File: src/hdl/scrr_params.svh
// Purpose: constants for the serial channel read-register bank
// Assumes: register pointer is 4 bits, data 8 bits
// Notes: pointer values double as read/write indices
`ifndef SCRR_PARAMS_SVH
`define SCRR_PARAMS_SVH
// --------------------------------------------------------------------
// Read pointers
// --------------------------------------------------------------------
`define SCRR_RD_EXT_STATUS 4'h0
`define SCRR_RD_SPECIAL_RX 4'h1
`define SCRR_RD_VECTOR 4'h2
`define SCRR_RD_IRQ_PENDING 4'h3
`define SCRR_RD_MISC_PARAM 4'h4
`define SCRR_RD_TX_CONTROL 4'h5
`define SCRR_RD_FCOUNT_LOW 4'h6
`define SCRR_RD_FCOUNT_HIGH 4'h7
`define SCRR_RD_RX_DATA 4'h8
`define SCRR_RD_RX_CONTROL 4'h9
`define SCRR_RD_MISC_STATUS 4'hA
`define SCRR_RD_MISC_CONTROL 4'hB
`define SCRR_RD_TC_LOW 4'hC
`define SCRR_RD_TC_HIGH 4'hD
`define SCRR_RD_EXT_FEATURE 4'hE
`define SCRR_RD_EXT_STATUS_IE 4'hF
// --------------------------------------------------------------------
// Write pointers
// --------------------------------------------------------------------
`define SCRR_WR_RX_CONTROL 4'h3
`define SCRR_WR_MISC_PARAM 4'h4
`define SCRR_WR_TX_CONTROL 4'h5
`define SCRR_WR_SYNC_OR_EXT 4'h7
`define SCRR_WR_MISC_CONTROL 4'hA
`define SCRR_WR_TC_LOW 4'hC
`define SCRR_WR_TC_HIGH 4'hD
`define SCRR_WR_EXT_STATUS_IE 4'hF
// --------------------------------------------------------------------
// Fields and reset values
// --------------------------------------------------------------------
`define SCRR_EXT_READ_BIT 6
`define SCRR_FIFO_EN_BIT 2
`define SCRR_EXT_SEL_BIT 0
`define SCRR_IRQ_PEND_MASK 8'h3F
`define SCRR_IE_MASK 8'hFB
`define SCRR_RESET_BYTE 8'h00
`define SCRR_FIFO_DEPTH 10
`endif

File: src/hdl/scrr_pkg.sv
// Purpose: types for the serial channel read-register bank
// Assumes: params header defines all numbers
// Notes: none
package scrr_pkg;
    typedef struct packed {
        logic [13:0] count;
    } scrr_frame_type;
    typedef struct packed {
        logic wr;
        logic rd;
        logic [3:0] ptr;
        logic [7:0] wdata;
    } scrr_bus_type;
    typedef struct packed {
        logic fm_mode;
        logic pll_on;
        logic edge_miss;
        logic clr_miss;
        logic loop_sdlc;
        logic loop_x21;
        logic tx_sending;
        logic tx_active;
    } scrr_line_type;
endpackage : scrr_pkg

File: src/hdl/scrr_bank.sv
// Purpose: read-side register bank of one channel
// Assumes: synchronous reset, one clock, strobes one cycle long
// Notes: external status inputs come from core logic not in this block
//
// Decided for this implementation: the address map and the plain strobed port.
`include "scrr_params.svh"

// Notes on behaviour
// - Interrupt-pending view only in channel A; channel B reads zero.
// - Two unused interrupt-pending bits read zero.
// - Pointer 4 gives written misc parameters if extended read, else ext status.
// - Pointer 5 gives written tx control if extended read, else special rx status.
// - Pointer 6 gives count low byte if FIFO enabled, else vector.
// - Pointer 7 gives count upper six bits if FIFO enabled, else pending view.
// - Pointer 7 top bits: overflow in D7, data available in D6.
// - Data available is one when FIFO holds entries, zero when empty.
// - Overflow sticks; cleared with FIFO only by disabling then enabling.
// - Pointer 9 gives written rx control if extended read, else pointer 13.
// - Unused misc status bits read zero.
// - Bit 7 one-missing clock latched in FM; zero in NRZI or PLL off.
// - Bit 6 two-missing clock latched in FM; same clears and forcing.
// - Bit 4 loop sending only while transmitting in SDLC loop mode.
// - Bit 1 on loop in SDLC loop, or X21 once transmitter active.
// - Pointer 11 gives written misc control if extended read, else pointer 15.
// - Pointer 12 returns time constant low byte.
// - Pointer 13 returns time constant high byte.
// - Pointer 14 gives ext feature if extended read, else misc status.
// - Pointer 15 returns interrupt enables, unused bits zero.
// - Enhanced features off after reset; enabled only by software.
// - Ext feature bit 6 is extended read enable.
// - Pointer 7 writes go to ext feature while enable bit D0 set.
module scrr_bank (
    // Clock and reset
    input wire logic i_clk,
    input wire logic i_rst,
    // Register port
    input wire scrr_pkg::scrr_bus_type i_bus,
    output logic [7:0] o_rdata,
    // Channel identity
    input wire logic i_chan_a,
    // Core status images
    input wire logic [7:0] i_ext_status,
    input wire logic [7:0] i_special_rx,
    input wire logic [7:0] i_vector,
    input wire logic [7:0] i_irq_pending,
    input wire logic [7:0] i_rx_data,
    // Status FIFO push at frame end
    input wire logic i_frame_push,
    input wire scrr_pkg::scrr_frame_type i_frame,
    input wire logic i_frame_pop,
    // Line and pll status
    input wire scrr_pkg::scrr_line_type i_line,
    // Written values to core
    output logic [7:0] o_ext_feature,
    output logic [7:0] o_sync_reg,
    output logic [15:0] o_time_const,
    output logic o_fifo_en
);
    // ----------------------------------------------------------------
    // State
    // ----------------------------------------------------------------
    typedef struct packed {
        logic [7:0] rx_control;
        logic [7:0] misc_param;
        logic [7:0] tx_control;
        logic [7:0] sync;
        logic [7:0] ext_feature;
        logic [7:0] misc_control;
        logic [7:0] tc_low;
        logic [7:0] tc_high;
        logic [7:0] ie;
        logic [`SCRR_FIFO_DEPTH-1:0][13:0] fifo;
        logic [3:0] wptr;
        logic [3:0] rptr;
        logic [4:0] used;
        logic overflow;
        logic miss_one;
        logic miss_two;
        logic miss_prev;
        logic [7:0] rdata;
    } scrr_state_type;

    scrr_state_type st_ff;
    scrr_state_type nxt_st;
    logic ext_read;
    logic fifo_on;
    logic pll_valid;
    logic [7:0] misc_status;
    logic [7:0] pend_view;
    logic [13:0] top_count;
    logic [7:0] rd_mux;

    // ----------------------------------------------------------------
    // Derived views
    // ----------------------------------------------------------------
    assign ext_read = st_ff.ext_feature[`SCRR_EXT_READ_BIT];
    assign fifo_on = st_ff.ie[`SCRR_FIFO_EN_BIT];
    assign pll_valid = i_line.fm_mode && i_line.pll_on;
    // Channel B has no pending register
    assign pend_view = i_chan_a ? (i_irq_pending & `SCRR_IRQ_PEND_MASK)
                                : `SCRR_RESET_BYTE;
    assign misc_status = {st_ff.miss_one && pll_valid,
                          st_ff.miss_two && pll_valid,
                          1'b0,
                          i_line.loop_sdlc && i_line.tx_sending,
                          2'b00,
                          i_line.loop_sdlc || (i_line.loop_x21 && i_line.tx_active),
                          1'b0};
    assign top_count = st_ff.fifo[st_ff.rptr];

    // ----------------------------------------------------------------
    // Read multiplexer
    // ----------------------------------------------------------------
    always_comb begin
        unique case (i_bus.ptr)
            `SCRR_RD_EXT_STATUS: rd_mux = i_ext_status;
            `SCRR_RD_SPECIAL_RX: rd_mux = i_special_rx;
            `SCRR_RD_VECTOR: rd_mux = i_vector;
            `SCRR_RD_IRQ_PENDING: rd_mux = pend_view;
            `SCRR_RD_MISC_PARAM: rd_mux = ext_read ? st_ff.misc_param : i_ext_status;
            `SCRR_RD_TX_CONTROL: rd_mux = ext_read ? st_ff.tx_control : i_special_rx;
            `SCRR_RD_FCOUNT_LOW: rd_mux = fifo_on ? top_count[7:0] : i_vector;
            // Overflow D7, data available D6, per the prose layout
            `SCRR_RD_FCOUNT_HIGH: rd_mux = fifo_on
                ? {st_ff.overflow, (st_ff.used != 5'h00), top_count[13:8]}
                : pend_view;
            `SCRR_RD_RX_DATA: rd_mux = i_rx_data;
            `SCRR_RD_RX_CONTROL: rd_mux = ext_read ? st_ff.rx_control : st_ff.tc_high;
            `SCRR_RD_MISC_STATUS: rd_mux = misc_status;
            `SCRR_RD_MISC_CONTROL: rd_mux = ext_read ? st_ff.misc_control
                                                     : (st_ff.ie & `SCRR_IE_MASK);
            `SCRR_RD_TC_LOW: rd_mux = st_ff.tc_low;
            `SCRR_RD_TC_HIGH: rd_mux = st_ff.tc_high;
            `SCRR_RD_EXT_FEATURE: rd_mux = ext_read ? st_ff.ext_feature : misc_status;
            `SCRR_RD_EXT_STATUS_IE: rd_mux = st_ff.ie & `SCRR_IE_MASK;
        endcase
    end

    // ----------------------------------------------------------------
    // Next state
    // ----------------------------------------------------------------
    always_comb begin
        nxt_st = st_ff;
        nxt_st.rdata = i_bus.rd ? rd_mux : `SCRR_RESET_BYTE;
        if (i_bus.wr) begin
            unique case (i_bus.ptr)
                `SCRR_WR_RX_CONTROL: nxt_st.rx_control = i_bus.wdata;
                `SCRR_WR_MISC_PARAM: nxt_st.misc_param = i_bus.wdata;
                `SCRR_WR_TX_CONTROL: nxt_st.tx_control = i_bus.wdata;
                `SCRR_WR_SYNC_OR_EXT: begin
                    if (st_ff.ie[`SCRR_EXT_SEL_BIT]) begin
                        nxt_st.ext_feature = i_bus.wdata;
                    end else begin
                        nxt_st.sync = i_bus.wdata;
                    end
                end
                `SCRR_WR_MISC_CONTROL: nxt_st.misc_control = i_bus.wdata;
                `SCRR_WR_TC_LOW: nxt_st.tc_low = i_bus.wdata;
                `SCRR_WR_TC_HIGH: nxt_st.tc_high = i_bus.wdata;
                `SCRR_WR_EXT_STATUS_IE: nxt_st.ie = i_bus.wdata;
                default: begin
                end
            endcase
        end
        // Missing clock tracking; set wins over a same-cycle clear
        if (i_line.clr_miss) begin
            nxt_st.miss_one = 1'b0;
            nxt_st.miss_two = 1'b0;
            nxt_st.miss_prev = 1'b0;
        end
        if (pll_valid && i_line.edge_miss) begin
            nxt_st.miss_one = 1'b1;
            nxt_st.miss_prev = 1'b1;
            if (st_ff.miss_prev) begin
                nxt_st.miss_two = 1'b1;
            end
        end else if (pll_valid && !i_line.clr_miss) begin
            nxt_st.miss_prev = 1'b0;
        end
        // Status FIFO; pop on i_frame_pop unless a read of a pointer other than special rx is in the same cycle
        if (fifo_on) begin
            if (i_frame_pop && st_ff.used != 5'h00
                && !(i_bus.rd && i_bus.ptr != `SCRR_RD_SPECIAL_RX)) begin
                nxt_st.rptr = (st_ff.rptr == 4'h9) ? 4'h0 : st_ff.rptr + 4'h1;
                nxt_st.used = st_ff.used - 5'h01;
            end
            if (i_frame_push) begin
                if (nxt_st.used == 5'(`SCRR_FIFO_DEPTH)) begin
                    nxt_st.overflow = 1'b1;
                end else begin
                    nxt_st.fifo[st_ff.wptr] = i_frame.count;
                    nxt_st.wptr = (st_ff.wptr == 4'h9) ? 4'h0 : st_ff.wptr + 4'h1;
                    nxt_st.used = nxt_st.used + 5'h01;
                end
            end
        end else begin
            // Disabling empties FIFO and clears overflow
            nxt_st.fifo = '0;
            nxt_st.wptr = 4'h0;
            nxt_st.rptr = 4'h0;
            nxt_st.used = 5'h00;
            nxt_st.overflow = 1'b0;
        end
    end

    // ----------------------------------------------------------------
    // Registers
    // ----------------------------------------------------------------
    always_ff @(posedge i_clk) begin
        if (i_rst) begin
            st_ff <= '0;
        end else begin
            st_ff <= nxt_st;
        end
    end

    assign o_rdata = st_ff.rdata;
    assign o_ext_feature = st_ff.ext_feature;
    assign o_sync_reg = st_ff.sync;
    assign o_time_const = {st_ff.tc_high, st_ff.tc_low};
    assign o_fifo_en = fifo_on;
endmodule : scrr_bank

File: config.mk
export PLATFORM = sky130hd
export DESIGN_NAME = scrr_bank
export DESIGN_NICKNAME = d
export VERILOG_FILES = /design/src/hdl/scrr_pkg.sv /design/src/hdl/scrr_bank.sv
export VERILOG_INCLUDE_DIRS = /design/src /design/src/hdl
export SDC_FILE = /design/constraint.sdc
export NUM_CORES = 1
export LEC_CHECK = 0
export BUFFER_PORTS_ARGS = -buffer_cell sky130_fd_sc_hd__buf_2
export CAP_MARGIN = 15
export CELL_PAD_IN_SITES_DETAIL_PLACEMENT = 1
export CELL_PAD_IN_SITES_GLOBAL_PLACEMENT = 2
export CORE_MARGIN = 3
export CORE_UTILIZATION = 35
export CTS_BUF_LIST = sky130_fd_sc_hd__clkbuf_4
export CTS_CLUSTER_DIAMETER = 80
export DETAILED_ROUTE_END_ITERATION = 10
export GPL_ROUTABILITY_DRIVEN = 0
export GPL_TIMING_DRIVEN = 0
export PLACE_DENSITY_LB_ADDON = 0.1
export SYNTH_ARGS = -nofsm -noshare
export SYNTH_HDL_FRONTEND = slang
export SYNTH_SLANG_ARGS = --single-unit
File: constraint.sdc
create_clock -name i_clk -period 2.6 [get_ports i_clk]
set_clock_uncertainty 0.15 [all_clocks]
set_input_delay 0.26 -clock i_clk [delete_from_list [all_inputs] [get_ports i_clk]]
set_output_delay 0.26 -clock i_clk [all_outputs]
set_load 0.05 [all_outputs]
==> metrics <==
worst skew pair latency 0.75 ns; Primary FF master, synth dfxtp_1; Multi-input gate area 6550 µm²; synthesized area per cell 9.45 µm²; CP startpoint kind register; Final ANT Viol Nets 0; TritonCTS buffer count 72; clock buffer depth 3; fin crit share 1.07; Rel. slew slack 0.136; Chip Width 191 µm; Reg area 4750 µm²; clk slew on worst S/H paths 0.06 ns; routed wire length 47.1 mm; Fillers 3911; Area Growth Syn to Fin 27.1%; Leakage 6.52 nW; worst min path class primary input to register; max FFs per register 196; gr ovfl total 0; vias 10900; Tot Pwr 7.71 mW; Via-to-Cell Ratio 5.36; highest-delay cell along the critical path or3b_4; global-route wire length before repair 70.3 mm; num rows 67; min cycle time layout 2.78 ns; synth warn 0; # clock sinks 237; crit path DAT 3.22 ns; Starting Density 0.357; share of layout cells above drive strength 1 0.265; CP Buf/Inv Count 5; dpl cells 1826; Mapped Nets 1353; MaxCap Viol Count 0; Crit path top cell by count mux2i_1; Largest delay share family, worst path buffers and inverters; Seq/Total Area, Yosys 0.396; final setup margin -0.176 ns; die area 36500 µm²; Placed Area 13100 µm²; Final Instance Area 15200 µm²; highest clock rate 0.360 GHz; crit end category register; Port Buffer Count 107; WL/cell 23.1 µm; Root Driver clkbuf_4; DRT iter0 DRCs 636; Post-DP HPWL 33.4 mm; Die Height 191 µm; CP peak stage delay 0.39 ns; violated checks setup timing; Mapped Cells 1269; Max VDD drop 0.307 mV; num ports 122; Post-synth EDFFs 0; core area 33600 µm²; mapped cell area 12000 µm²; H-tree depth 3; RSZ-0062 raised after global routing yes; pin count of the biggest net entering global routing 11; power density over the cells 506 nW/µm²; run status finished with violations; DR pass1 iterations 5; count of final setup violators 114; Finished Core Util 0.453; Hold Slack 0.0742 ns; fraction of registers with async set or reset after synthesis 0; post-place setup slack -0.631 ns; CTS tree yes; setup TNS -14.41 ns; vias in the first global route 11400; CP Max Fanout 6; Max Slew Vio Count 0; CP Data Required Time 3.04 ns; Final Hold Fails 0; count of different cell masters after synthesis 75; largest reg by FF count st_ff; worst-path cell chain buf_8 > inv_4 > ha_4 > or3b_4 > o211ai_1 > mux2i_1 > a21o_1 > buf_6 > buf_12 > nand4_4 > clkbuf_16 > mux2i_1; #FFs+latches synth 237; WS Path Type register to register; Final #Nets 1630; initial antenna violation count 2; Non-Filler Instances 2039; Global Route Usage Sum 0.256; worst slew pin tran 1.29 ns; Remaining DRCs 0
[Yosys cell counts (4+ instances only)]
library cell    n  area [µm²]
mux2i_1       247        2470
dfxtp_1       237        4740
nand2_1       201         754
nor2_1        101         379
clkbuf_1       69         259
buf_4          44         330
a21oi_1        41         205
o21ai_0        31         155
mux4_2         29         653
nand3_1        25         125
nor3_1         23         115
inv_1          16        60.1
a31oi_1        12        75.1
nand2b_1       12        75.1
nor2b_1        12        75.1
o221ai_1       10        87.6
buf_2           9        45.0
o211ai_1        9        67.6
a22oi_1         8        60.1
mux2_2          8        90.1
buf_6           7        78.8
a32oi_1         6        52.6
buf_1           6        22.5
nand4_1         5        31.3
nand4_4         5         106
a221oi_1        4        35.0
a32o_1          4        40.0
and2_1          4        25.0
and3_1          4        25.0
nand4_2         4        50.1
or3_1           4        25.0
[cells in the final DEF (no fill, tap or decap), drive strengths merged, types with 3 or more instances in the layout]
cell and instances:
clkinv 10, nor4b 3, mux4 29, inv 20
nor2 102, a32oi 6, dlygate4sd3 64, a31oi 12
nor3b 3, mux2 8, o32ai 3, a22oi 8
a221oi 4, a311oi 3, a21oi 41, and2 5
o21ai 31, or4b 4, nand4 14, nor2b 12
nand2 201, diode 3, nor3 23, and3 4
clkbuf 172, o211ai 10, and4 3, nand2b 12
mux2i 247, a211oi 3, o221ai 11, ha 3
dfxtp 237, or3 4, buf 204, a32o 4
a2111oi 3, nand3 25, nor4 3
[cell families after synthesis]
kind of cell	Yosys count	share of synthesized area
simple gates	430	0.171
mux	284	0.268
buf+inv	153	0.0693
flops	237	0.396
compound gates	160	0.0916
xor+xnor	2	0.00146
fa+ha+maj	3	0.00313
[final timing paths]
check / depth (start not counted) / end / slack (ns) / startpoint
worst max-delay path: 12 / st_ff[99]$_SDFFE_PP0P_ / -0.18 / st_ff[12]$_SDFF_PP0_
worst min-delay path: 5 / o_rdata[4]$_SDFF_PP0_ / 0.07 / i_special_rx[4]
worst max register to register: 12 / st_ff[99]$_SDFFE_PP0P_ / -0.18 / st_ff[12]$_SDFF_PP0_
worst min register to register: 2 / st_ff[225]$_SDFFE_PP0P_ / 0.30 / st_ff[225]$_SDFFE_PP0P_
[power breakdown]
part	internal [mW]	leakage [nW]	total, mW	switching, mW
sequential	3.65	1.91	3.67	0.0140
clock	1.76	0.495	3.45	1.70
combinational	0.222	4.11	0.586	0.364
[cell type report]
cell class | instances | share of cell area
diodes | 3 | 0.000493
plain buffers | 137 | 0.0609
clock buffers | 100 | 0.0493
clock inverters | 16 | 0.00452
inverters | 16 | 0.00410
multi-input cells | 879 | 0.430
flip-flops and latches | 237 | 0.311
well taps | 448 | 0.0368
repair buffers | 203 | 0.103
[per-layer routing]
| layer | wire, µm | share of wire | up-vias | global-route usage |
|---|---|---|---|---|
| li1 | - | - | 5081 | - |
| met1 | 19700 | 0.42 | 5357 | 0.313 |
| met2 | 23100 | 0.49 | 384 | 0.449 |
| met3 | 2560 | 0.054 | 116 | 0.0488 |
| met4 | 1710 | 0.036 | 0 | 0.0948 |
| met5 | 0 | 0 | - | 0 |
[worst min-delay path: stages]
cell and delay, ns:
buf_2 0.13, mux2i_1 0.14, nor3_1 0.06, a21oi_1 0.11, a41oi_1 0.18
[what timing repair did]
item	4_1_cts	5_1_grt
hold buffers	64	0
setup buffers	14	12
pin swaps	4	5
hold endpoints to repair	210	0
endpoints found under the setup margin	160	152
gates resized for setup	76	44
cloned	4	1
Power figures use the tool's default switching activity.
